## src/hdl/clock_mode_cfg.svh

```systemverilog
/*
 Constants of the clock-mode and power-save controller: register offsets,
 field positions, reset values and counts.
 Assumes it is included once per compilation unit, before the package.
*/
`ifndef CLOCK_MODE_CFG_SVH
`define CLOCK_MODE_CFG_SVH

// ************************************************************
// Register offsets
// ************************************************************
`define ADDR_W 4
`define OFS_CLOCK_MODE_CONTROL 4'h0
`define OFS_POWER_CTRL 4'h1
`define OFS_STATUS 4'h2

// ************************************************************
// Clock mode control fields and reset value
// ************************************************************
`define CMC_RESET 8'h40
`define BIT_SLOW_OSC_ENABLE 7
`define BIT_FAST_OSC_ENABLE 6
`define BIT_IDLE_CLOCK_SOURCE 5
`define BIT_CORE_CLOCK_SELECT 4
`define BIT_RESERVED_ZERO 3
`define WINDOW_MSB 2
`define WINDOW_LSB 0
`define CMC_WRITE_MASK 8'hf7

// Upper nibble codes in their only legal order
`define NIB_HIGH_SPEED 4'h4
`define NIB_TO_DUAL 4'hc
`define NIB_DUAL_CLOCK 4'he
`define NIB_TO_LOW 4'hf
`define NIB_LOW_SPEED 4'hb

// ************************************************************
// Power control fields
// ************************************************************
`define BIT_HALT_REQUEST 7
`define BIT_IDLE_REQUEST 6

// ************************************************************
// Counts
// ************************************************************
`define INSTR_DIV 5
`define HALT_ENTRY_PHASE 2
`define WAKE_CYCLES 256
`define WAKE_CNT_W 9
`define RESET_VECTOR 16'h0000

`endif

```

## src/hdl/clock_mode_pkg.sv

```systemverilog
/*
 Types of the clock-mode and power-save controller.
 Assumes clock_mode_cfg.svh supplies the field widths.
*/
`include "clock_mode_cfg.svh"

package clock_mode_pkg;

    typedef enum logic [1:0] {
        MODE_HIGH = 2'b00,
        MODE_DUAL = 2'b01,
        MODE_LOW = 2'b10
    } mode_t;

    typedef enum logic [1:0] {
        PH_RUN = 2'b00,
        PH_IDLE = 2'b01,
        PH_HALT = 2'b10,
        PH_WAKE = 2'b11
    } phase_t;

    typedef struct packed {
        logic fast_s1;
        logic fast_s2;
        logic fast_s3;
        logic slow_s1;
        logic slow_s2;
        logic slow_s3;
        logic wake_s1;
        logic wake_s2;
        logic wake_s3;
        logic allow_s1;
        logic allow_s2;
        logic [7:0] ctrl;
        phase_t phase;
        logic halt_pend;
        logic [2:0] div;
        logic [`WAKE_CNT_W-1:0] wcnt;
        logic core_src;
        logic core_ce;
        logic idle_ce;
        logic t2_ce;
        logic instr_ce;
        logic fast_en;
        logic slow_en;
        logic hold;
        logic dev_rst;
        logic [7:0] rdata;
        logic [15:0] vector;
        mode_t mode;
    } state_t;

endpackage

```

## src/hdl/clock_mode_ctrl.sv

```systemverilog
/*
 Clock-mode and power-save controller: mode register with legality check,
 clock-enable routing for core, idle timer and timer two, halt, idle and
 the wake-up restart delay.
 Assumes both oscillators arrive as free-running pin levels slower than a
 quarter of REF_CLK, the wake-up pin already carries the programmed and
 enabled transition as a rising level, and the core obeys the enables.
*/
// Our own choices: the placing of the registers and the strobed register port.
`timescale 1ns/1ps
`include "clock_mode_cfg.svh"

module clock_mode_ctrl
    import clock_mode_pkg::*;
#(
    parameter int INSTR_DIV = `INSTR_DIV,
    parameter int WAKE_CYCLES = `WAKE_CYCLES
) (
    input wire logic REF_CLK,
    input wire logic RST,
    input wire logic [`ADDR_W-1:0] BUS_ADDR,
    input wire logic [7:0] BUS_WDATA,
    input wire logic BUS_WR,
    input wire logic BUS_RD,
    output logic [7:0] BUS_RDATA,
    input wire logic FAST_OSC_IN,
    input wire logic SLOW_OSC_IN,
    input wire logic WAKE_PIN,
    input wire logic HALT_OPTION,
    input wire logic IDLE_EXIT,
    input wire logic T2_IDLE_RUN,
    output logic FAST_OSC_EN,
    output logic SLOW_OSC_EN,
    output logic CORE_CLK_EN,
    output logic IDLE_TMR_CLK_EN,
    output logic T2_CLK_EN,
    output logic INSTR_CLK_EN,
    output logic [2:0] IDLE_WINDOW,
    output logic TIMERS_HOLD,
    output logic DEV_RESET,
    output logic [15:0] RESTART_VECTOR,
    output logic [1:0] CLOCK_MODE
);

    // ************************************************************
    // Elaboration checks
    // ************************************************************
    generate
        if (INSTR_DIV < 3 || INSTR_DIV > 8) begin : g_bad_div
            $error("INSTR_DIV must lie in 3..8");
        end
        if (WAKE_CYCLES < 1 || WAKE_CYCLES > 511) begin : g_bad_wake
            $error("WAKE_CYCLES must lie in 1..511");
        end
    endgenerate

    localparam logic [2:0] DIV_LAST = 3'(INSTR_DIV - 1);
    localparam logic [2:0] DIV_MID = 3'(`HALT_ENTRY_PHASE);
    localparam logic [`WAKE_CNT_W-1:0] WAKE_LOAD = `WAKE_CNT_W'(WAKE_CYCLES);
    localparam logic [`WAKE_CNT_W-1:0] WAKE_LAST = `WAKE_CNT_W'(1);

    // Position in the legal sequence; 7 marks an illegal nibble
    function automatic logic [2:0] nib_step(input logic [3:0] nib);
        logic [2:0] s;
        s = 3'h7;
        if (nib == `NIB_HIGH_SPEED) begin
            s = 3'h0;
        end else if (nib == `NIB_TO_DUAL) begin
            s = 3'h1;
        end else if (nib == `NIB_DUAL_CLOCK) begin
            s = 3'h2;
        end else if (nib == `NIB_TO_LOW) begin
            s = 3'h3;
        end else if (nib == `NIB_LOW_SPEED) begin
            s = 3'h4;
        end
        return s;
    endfunction

    state_t q, d;

    logic fast_tick;
    logic slow_tick;
    logic wake_edge;
    logic instr_tick;
    logic wake_tick;
    logic cmc_wr;
    logic pwr_wr;
    logic move_ok;
    logic [2:0] step_now;
    logic [2:0] step_new;
    logic want_slow;
    logic idle_src_tick;
    logic t2_src_tick;
    mode_t mode_now;

    // ************************************************************
    // Next state
    // ************************************************************
    always_comb begin
        d = q;

        // Pin synchronisers; only the second stage onward is examined
        d.fast_s1 = FAST_OSC_IN;
        d.fast_s2 = q.fast_s1;
        d.fast_s3 = q.fast_s2;
        d.slow_s1 = SLOW_OSC_IN;
        d.slow_s2 = q.slow_s1;
        d.slow_s3 = q.slow_s2;
        d.wake_s1 = WAKE_PIN;
        d.wake_s2 = q.wake_s1;
        d.wake_s3 = q.wake_s2;
        d.allow_s1 = HALT_OPTION;
        d.allow_s2 = q.allow_s1;

        fast_tick = q.fast_s2 & ~q.fast_s3;
        slow_tick = q.slow_s2 & ~q.slow_s3;
        wake_edge = q.wake_s2 & ~q.wake_s3;
        instr_tick = fast_tick && (q.div == DIV_LAST);
        // In low speed the slow clock is the instruction clock
        wake_tick = q.core_src ? slow_tick : instr_tick;

        if (fast_tick) begin
            d.div = (q.div == DIV_LAST) ? 3'h0 : q.div + 3'h1;
        end

        // Bit 4 alone means low speed, which also covers the invalid pair
        if (q.ctrl[`BIT_CORE_CLOCK_SELECT]) begin
            mode_now = MODE_LOW;
        end else if (q.ctrl[`BIT_IDLE_CLOCK_SOURCE]) begin
            mode_now = MODE_DUAL;
        end else begin
            mode_now = MODE_HIGH;
        end
        d.mode = mode_now;

        // ************************************************************
        // Register bus
        // ************************************************************
        cmc_wr = BUS_WR && (BUS_ADDR == `OFS_CLOCK_MODE_CONTROL);
        pwr_wr = BUS_WR && (BUS_ADDR == `OFS_POWER_CTRL);
        step_now = nib_step(q.ctrl[7:4]);
        step_new = nib_step(BUS_WDATA[7:4]);
        // Same step or one neighbour; skipping a step loses the core clock
        move_ok = (step_new != 3'h7) && ((step_new == step_now)
            || (step_new == step_now + 3'h1) || (step_now == step_new + 3'h1));

        d.rdata = 8'h00;
        if (BUS_RD) begin
            if (BUS_ADDR == `OFS_CLOCK_MODE_CONTROL) begin
                d.rdata = q.ctrl;
            end else if (BUS_ADDR == `OFS_POWER_CTRL) begin
                d.rdata = {q.halt_pend, 7'h00};
            end else if (BUS_ADDR == `OFS_STATUS) begin
                d.rdata = {1'b0, q.allow_s2, q.core_src, q.phase, 1'b0, q.mode};
            end else begin
                d.rdata = 8'h00;
            end
        end

        d.dev_rst = 1'b0;

        // ************************************************************
        // Power save sequencing
        // ************************************************************
        case (q.phase)
            PH_RUN: begin
                if (pwr_wr && BUS_WDATA[`BIT_IDLE_REQUEST]
                        && !BUS_WDATA[`BIT_HALT_REQUEST]) begin
                    d.phase = PH_IDLE;
                end else if (q.halt_pend && fast_tick && q.div == DIV_MID) begin
                    // Halt lands mid instruction cycle
                    d.phase = PH_HALT;
                    d.halt_pend = 1'b0;
                end
            end
            PH_IDLE: begin
                if (wake_edge || IDLE_EXIT) begin
                    d.phase = PH_RUN;
                end
            end
            PH_HALT: begin
                if (wake_edge) begin
                    d.phase = PH_WAKE;
                    d.wcnt = WAKE_LOAD;
                end
            end
            PH_WAKE: begin
                if (wake_tick) begin
                    if (q.wcnt == WAKE_LAST) begin
                        d.phase = PH_RUN;
                    end else begin
                        d.wcnt = q.wcnt - WAKE_LAST;
                    end
                end
            end
            default: begin
                d.phase = PH_RUN;
            end
        endcase

        // Set after the entry clear so a request on the entry edge survives
        if (pwr_wr && BUS_WDATA[`BIT_HALT_REQUEST] && q.allow_s2) begin
            d.halt_pend = 1'b1;
        end

        // An illegal setting wins over everything and rebuilds high speed
        if (cmc_wr) begin
            if (move_ok) begin
                d.ctrl = BUS_WDATA & `CMC_WRITE_MASK;
            end else begin
                d.dev_rst = 1'b1;
                d.ctrl = `CMC_RESET;
                d.phase = PH_RUN;
                d.halt_pend = 1'b0;
                d.core_src = 1'b0;
                d.vector = `RESET_VECTOR;
            end
        end

        // ************************************************************
        // Clock enable routing
        // ************************************************************
        // Source swaps where neither clock ticks, so no short pulse; an illegal write clears it at once
        want_slow = (mode_now == MODE_LOW);
        if (!d.dev_rst && want_slow != q.core_src && !fast_tick && !slow_tick) begin
            d.core_src = want_slow;
        end

        d.core_ce = (d.phase == PH_RUN) && (q.core_src ? slow_tick : fast_tick);

        idle_src_tick = q.ctrl[`BIT_IDLE_CLOCK_SOURCE] ? slow_tick : fast_tick;
        if (q.phase == PH_RUN || q.phase == PH_IDLE) begin
            d.idle_ce = idle_src_tick;
        end else if (q.phase == PH_WAKE) begin
            d.idle_ce = wake_tick;
        end else begin
            d.idle_ce = 1'b0;
        end

        t2_src_tick = (mode_now == MODE_LOW) ? slow_tick : fast_tick;
        d.t2_ce = t2_src_tick && ((q.phase == PH_RUN)
            || (q.phase == PH_IDLE && T2_IDLE_RUN));

        d.instr_ce = (q.phase == PH_RUN) && wake_tick;
        // Fast oscillator stays off through halt until the wake edge
        d.fast_en = q.ctrl[`BIT_FAST_OSC_ENABLE] && (d.phase != PH_HALT);
        d.slow_en = q.ctrl[`BIT_SLOW_OSC_ENABLE];
        d.hold = (d.phase != PH_RUN);
    end

    // ************************************************************
    // State register
    // ************************************************************
    always_ff @(posedge REF_CLK or posedge RST) begin
        if (RST) begin
            q <= '0;
            q.ctrl <= `CMC_RESET;
            q.phase <= PH_RUN;
            q.vector <= `RESET_VECTOR;
            q.fast_en <= 1'b1;
            q.mode <= MODE_HIGH;
        end else begin
            q <= d;
        end
    end

    assign BUS_RDATA = q.rdata;
    assign FAST_OSC_EN = q.fast_en;
    assign SLOW_OSC_EN = q.slow_en;
    assign CORE_CLK_EN = q.core_ce;
    assign IDLE_TMR_CLK_EN = q.idle_ce;
    assign T2_CLK_EN = q.t2_ce;
    assign INSTR_CLK_EN = q.instr_ce;
    assign IDLE_WINDOW = q.ctrl[`WINDOW_MSB:`WINDOW_LSB];
    assign TIMERS_HOLD = q.hold;
    assign DEV_RESET = q.dev_rst;
    assign RESTART_VECTOR = q.vector;
    assign CLOCK_MODE = q.mode;
endmodule

```

## config.mk

```make
export PLATFORM = sky130hd
export DESIGN_NAME = clock_mode_ctrl
export DESIGN_NICKNAME = d
export VERILOG_FILES = /design/src/hdl/clock_mode_pkg.sv /design/src/hdl/clock_mode_ctrl.sv
export VERILOG_INCLUDE_DIRS = /design/src /design/src/hdl
export SDC_FILE = /design/constraint.sdc
export NUM_CORES = 1
export LEC_CHECK = 0
export ABC_CLOCK_PERIOD_IN_PS = 2550
export BUFFER_PORTS_ARGS = -buffer_cell sky130_fd_sc_hd__buf_2
export CORE_AREA = 2 2 79 81
export CTS_CLUSTER_SIZE = 20
export DETAILED_ROUTE_END_ITERATION = 10
export DIE_AREA = 0 0 81 83
export PLACE_DENSITY = 0.72
export SLEW_MARGIN = 5
export SYNTH_ARGS = -nofsm -noshare
export SYNTH_HDL_FRONTEND = slang
export SYNTH_SLANG_ARGS = --single-unit
```

## constraint.sdc

```tcl
create_clock -name REF_CLK -period 2.55 [get_ports REF_CLK]
set_clock_uncertainty 0.2 [all_clocks]
set_input_delay 0.3825 -clock REF_CLK [delete_from_list [all_inputs] [get_ports REF_CLK]]
set_output_delay 0.3825 -clock REF_CLK [all_outputs]
set_load 0.1 [all_outputs]
```

## Word-level counts from Yosys, hierarchy flattened

Index checks and enable logic that the tools add are counted.

- Add/subtract/negate cells: 4
- Eq/ne operators: 29
- Mux-type cells: 45
- Bitwise operators: 6
- Reduce and logical (&&, ||, !) cells: 35

Operators by type and width:

| kind | count |
|---|---|
| 3-bit 2-to-1 mux | 12 |
| 4-bit equality test, second input constant | 8 |
| 8-bit 2-to-1 mux | 4 |
| 9-bit 2-to-1 mux | 3 |
| 1-bit logical AND | 18 |
| 9-bit one-hot mux with 2 select lines | 1 |
| 2-bit 2-to-1 mux | 8 |
| 1-bit 2-to-1 mux | 15 |
| 3-bit by 1-bit adder with 3-bit output, second input constant | 3 |
| 3-bit equality test | 3 |
| 9-bit by 1-bit equality test with 1-bit output, second input constant | 1 |
| 9-bit by 1-bit subtractor with 9-bit output, second input constant | 1 |
| 4-bit by 3-bit equality test with 1-bit output, second input constant | 2 |
| 2-bit inequality test, second input constant | 4 |
| 2-bit one-hot mux with 4 select lines | 1 |
| 7-bit 2-to-1 mux | 1 |
| 2-bit equality test, second input constant | 3 |
| 2-bit nonzero test | 3 |
| 1-bit logical OR | 5 |
| 4-bit by 1-bit equality test with 1-bit output, second input constant | 1 |
| 4-bit by 2-bit equality test with 1-bit output, second input constant | 1 |
| 1-bit zero test | 4 |
| 2-bit zero test | 2 |
| 4-bit zero test | 1 |
| 10 further kinds | 14 |

- Register bits after elaboration: 53
- Output and inout port bits: 37

## Depth between registers and ports, before layout

- Word-level depth: 19
- Gate-level depth with buffers: 10
- Gate-level depth less buffers: 8

## Least setup slack after synthesis

Ideal clock, no wire load.

- Kind: input-to-reg
- From: in BUS_WDATA[5]
- To: reg q[47] (netlist name)
- Setup time: 0.082 ns
- Arrival: 2.089 ns
- Data required time: 2.268 ns
- Setup slack: 0.179 ns
- Stages on the path: 9
- Path buffers: 1
- Cell sequence: and2_1 a22oi_1 ha_1 ha_1 xnor2_1 nand3_1 a31o_4 buf_8 a22oi_4

RTL lines:

| what | line | text |
|---|---|---|
| from (decl) | clock_mode_ctrl.sv:22 | `input wire logic [7:0] BUS_WDATA,` |
| to (decl) | clock_mode_ctrl.sv:80 | `state_t q, d;` |

## Worst setup path in the final report

- From: reg q[56] (netlist name)
- To: reg q[56] (netlist name)

- Cells in the longest elaborated chain, start to end: 12
- Elaborated cells on any way between the ends: 18
- Those cells by class: add/sub (1); eq/ne (8); mux (6); reduce/logical (3)

RTL lines:

| what | line | text |
|---|---|---|
| 4-bit equality test (no line) | - |  |
| 2-bit 2-to-1 mux | clock_mode_ctrl.sv:74 | `` end else if (nib == `NIB_LOW_SPEED) begin `` |
| 3-bit 2-to-1 mux | clock_mode_ctrl.sv:72 | `` end else if (nib == `NIB_TO_LOW) begin `` |
| 3-bit 2-to-1 mux | clock_mode_ctrl.sv:70 | `` end else if (nib == `NIB_DUAL_CLOCK) begin `` |
| 3-bit 2-to-1 mux | clock_mode_ctrl.sv:68 | `` end else if (nib == `NIB_TO_DUAL) begin `` |
| 3-bit 2-to-1 mux * | clock_mode_ctrl.sv:66 | `` if (nib == `NIB_HIGH_SPEED) begin `` |
| 3-bit by 1-bit adder with 3-bit output | clock_mode_ctrl.sv:146 | `\|\| (step_new == step_now + 3'h1) \|\| (step_now == step_new + 3'h1));` |
| 3-bit equality test | clock_mode_ctrl.sv:146 |  |
| 1-bit logical OR | clock_mode_ctrl.sv:146 |  |
| 1-bit logical OR * | clock_mode_ctrl.sv:146 |  |
| 1-bit logical AND * | clock_mode_ctrl.sv:145 | `move_ok = (step_new != 3'h7) && ((step_new == step_now)` |
| 8-bit 2-to-1 mux * | clock_mode_ctrl.sv:209 | `if (move_ok) begin` |

Mark *: on every way between the ends. The rest lies on a longest branch, timed or not.
A chain may end at the register's enable or synchronous reset.

==> impl_metrics.toml <==
[status]
outcome = "complete, no violations"

[clocking]
cts_sinks = 52
cts_tree = "done"
numCtsBuffers = 5
cts_root_buf = "clkbuf_8"
ctsHtreeMaxLevel = 2
path_clk_slew_ps = 90
clkLatencyLatePin_ps = 310
clk_path_buf_depth = 2

[setup_path]
cpMaxStageDelayCell = "dfstp_2"
crit_family = "compound AO/OA/AOI/OAI gates"
crit_cells = 7
crit_required_ps = 2590
cp.arrival_ps = 2540
path_max_fanout = 7
cp_cell_sequence = "nand2b_1 -> o21a_1 -> ha_1 -> xnor3_1 -> nand3_2 -> a31o_4 -> o31a_1"
cp-end-kind = "register"
crit_buf_inv = 0
r2r_cells = 7
worstSetupPathType = "register to register"
slowest_delay_ps = 580
cp-start-kind = "register"

[timing]
slew_violations = 0
hold_viol = 0
setup_viol = 0
max_slew_margin = 0.579
min_period_over_period = 0.979
fin_crit_ps = 2500
worstMarginPinSlew_ps = 630
timing.fmax_mhz = 401

[route]
vias = 1979
drtPass1Iterations = 4
drtAntennaViolNets = 0
drc = 0
totalWireLength_mm = 5.25
avgRoutedWirePerCell_um = 13.4
drtIter0Drc = 108
via_per_inst = 5.06

[global_route]
grt_use_total = 0.165
antenna_found_initial = 0
grt_overflow = 0
grt_pass1_wl_mm = 8.70
grt_pass1_vias = 1903
grt_max_degree = 30

[flow_run]
maxCapViolations = 0

[power]
power_mw = 3.32
p_per_area_nw_per_um2 = 1030
leakage_nw = 1.56
ir_drop_uv = 710

[synth]
synthArstFlopShare = 1.00
synth_area_per_cell_um2 = 10.7
synth_top_area_frac = 0.444
synthTopCellsByArea = "dfrtp_1, buf_4, o31ai_4"
synth-main-ff-cell = "dfrtp_1"
synth-seq-cells = 52
synth_cell_type_count = 58
synth.largest_area_cell = "dfrtp_1"
yosys_warnings = 0
synth_enable_flop_cells = 0
syn_area_um2 = 2820
seq_area_frac_synth = 0.463
syn_inst = 264

[die]
rows = 28
io_pins = 59
die_x_um = 81
dieArea_um2 = 6720
start_util = 0.485
die_h_um = 83
core_um2 = 5820

[final_layout]
finalCoreUtilization = 0.554
area_delta_synth_final_pct = 14.3
final_nets = 345
drive_gt1_frac = 0.282
antennaDiodeCount = 0

[min_path]
hold_path_class = "input pin to register"
holdPathStages = 3

[placed_design]
post-dp-hpwl_mm = 3.74
place_congestion = 0.862
numPortBuffers = 41
## layer usage
metal | track usage | share of wire | up-vias
met5 | 0 | 0 | -
met2 | 0.261 | 0.48 | 53
met3 | 0.0337 | 0.050 | 8
li1 | - | - | 967
met4 | 0.0647 | 0.020 | 0
met1 | 0.219 | 0.45 | 951
## worst min-delay path, cell delays in order
cell     delay [ps]
buf_2           100
nand2_1          60
nor3_1           50
## synthesized netlist by cell type (2+ instances only)
master / instances
a21oi_1: 8
and2_1: 4
and4_1: 2
buf_2: 3
buf_4: 29
clkbuf_1: 3
dfrtp_1: 50
dfstp_2: 2
ha_1: 8
inv_1: 14
mux2i_1: 7
nand2_1: 17
nand2b_1: 6
nand3_1: 7
nand3b_1: 2
nand4_1: 2
nand4b_1: 2
nor2_1: 22
nor2b_1: 5
nor3_1: 4
nor4_1: 2
o21a_1: 2
o21ai_0: 9
o21ai_1: 2
o31a_1: 2
o31ai_1: 2
o31ai_4: 5
xnor2_1: 5
xor2_1: 9
## cells by family (layout without fill, tap and decap cells)
| group | count (synthesis) | after routing | synth area share |
|---|---|---|---|
| other | 1 | 16 | 0.00133 |
| adder cells (fa/ha/maj) | 8 | 8 | 0.0355 |
| AO/OA/AOI/OAI | 43 | 44 | 0.139 |
| XOR/XNOR | 15 | 15 | 0.0515 |
| multiplexers | 8 | 8 | 0.0289 |
| flip-flops | 52 | 52 | 0.463 |
| AND/OR/NAND/NOR | 86 | 86 | 0.166 |
| buffers and inverters | 51 | 87 | 0.115 |
## per-stage QoR
stage / cell area [um^2] / hold slack [ps] / cells / worst slack (ps) / TNS [ps]
floorplan: 2870 / 131 / 279 / 179 / 0
global placement: 3030 / 132 / 373 / 37.3 / 0
detailed placement: 3030 / 136 / 373 / -13.7 / -13.7
CTS: 3170 / 101 / 386 / 23.1 / 0
global route: 3220 / 104 / 391 / -18.6 / -18.6
finish: 3220 / 109 / 391 / 54.1 / 0
## layout by cell type (no fill, tap or decap), types with 4 or more instances in the layout
cell,instances
dfrtp_1,49
buf_2,41
nor2_1,22
buf_4,18
nand2_1,17
conb_1,16
inv_1,13
xor2_1,9
o21ai_0,9
a21oi_1,8
ha_1,8
mux2i_1,7
nand2b_1,6
nand3_1,6
clkbuf_8,6
xnor2_1,5
o31ai_4,5
nor2b_1,5
dlygate4sd3_1,5
and2_1,4
nor3_1,4
## final timing paths
path / startpoint / endpoint / slack [ps]
max: q[56] / q[56] / 50
min reg2reg: d[67] / d[66] / 150
max reg2reg: q[56] / q[56] / 50
max in group asynchronous: RST / d[61] / 1120
min in group asynchronous: RST / BUS_RDATA[0] / 490
min: BUS_RD / BUS_RDATA[7] / 110
## registers in the layout, summed over array words and instances, names as in the netlist
register	flops
BUS_RDATA	8
CLOCK_MODE	2
CORE_CLK_EN	1
DEV_RESET	1
FAST_OSC_EN	1
IDLE_TMR_CLK_EN	1
IDLE_WINDOW	3
INSTR_CLK_EN	1
SLOW_OSC_EN	1
T2_CLK_EN	1
TIMERS_HOLD	1
d	8
q	23
## power by group
group	leakage (nW)	total (mW)	switching, mW	internal, mW
registers	0.667	1.17	0.161	1.01
clock network	0.0445	0.489	0.268	0.221
logic	0.846	1.66	1.12	0.538
## area by class of cell
type / instances / area (um^2)
clock inverter: 1 / 7.51
clock buffer: 7 / 86.3
timing repair buffer: 65 / 410
tap: 75 / 93.8
fill: 519 / 2590
sequential: 52 / 1310
inverter: 14 / 52.6
multi-input combinational: 177 / 1260
## what timing repair did
action / CTS / global route
hold endpoints to repair: 30 / 0
endpoints found under the setup margin: 0 / 15
hold buffers: 5 / 0
buffers inserted: 0 / 4
resized for setup: 0 / 3
Power figures use the tool's default switching activity.
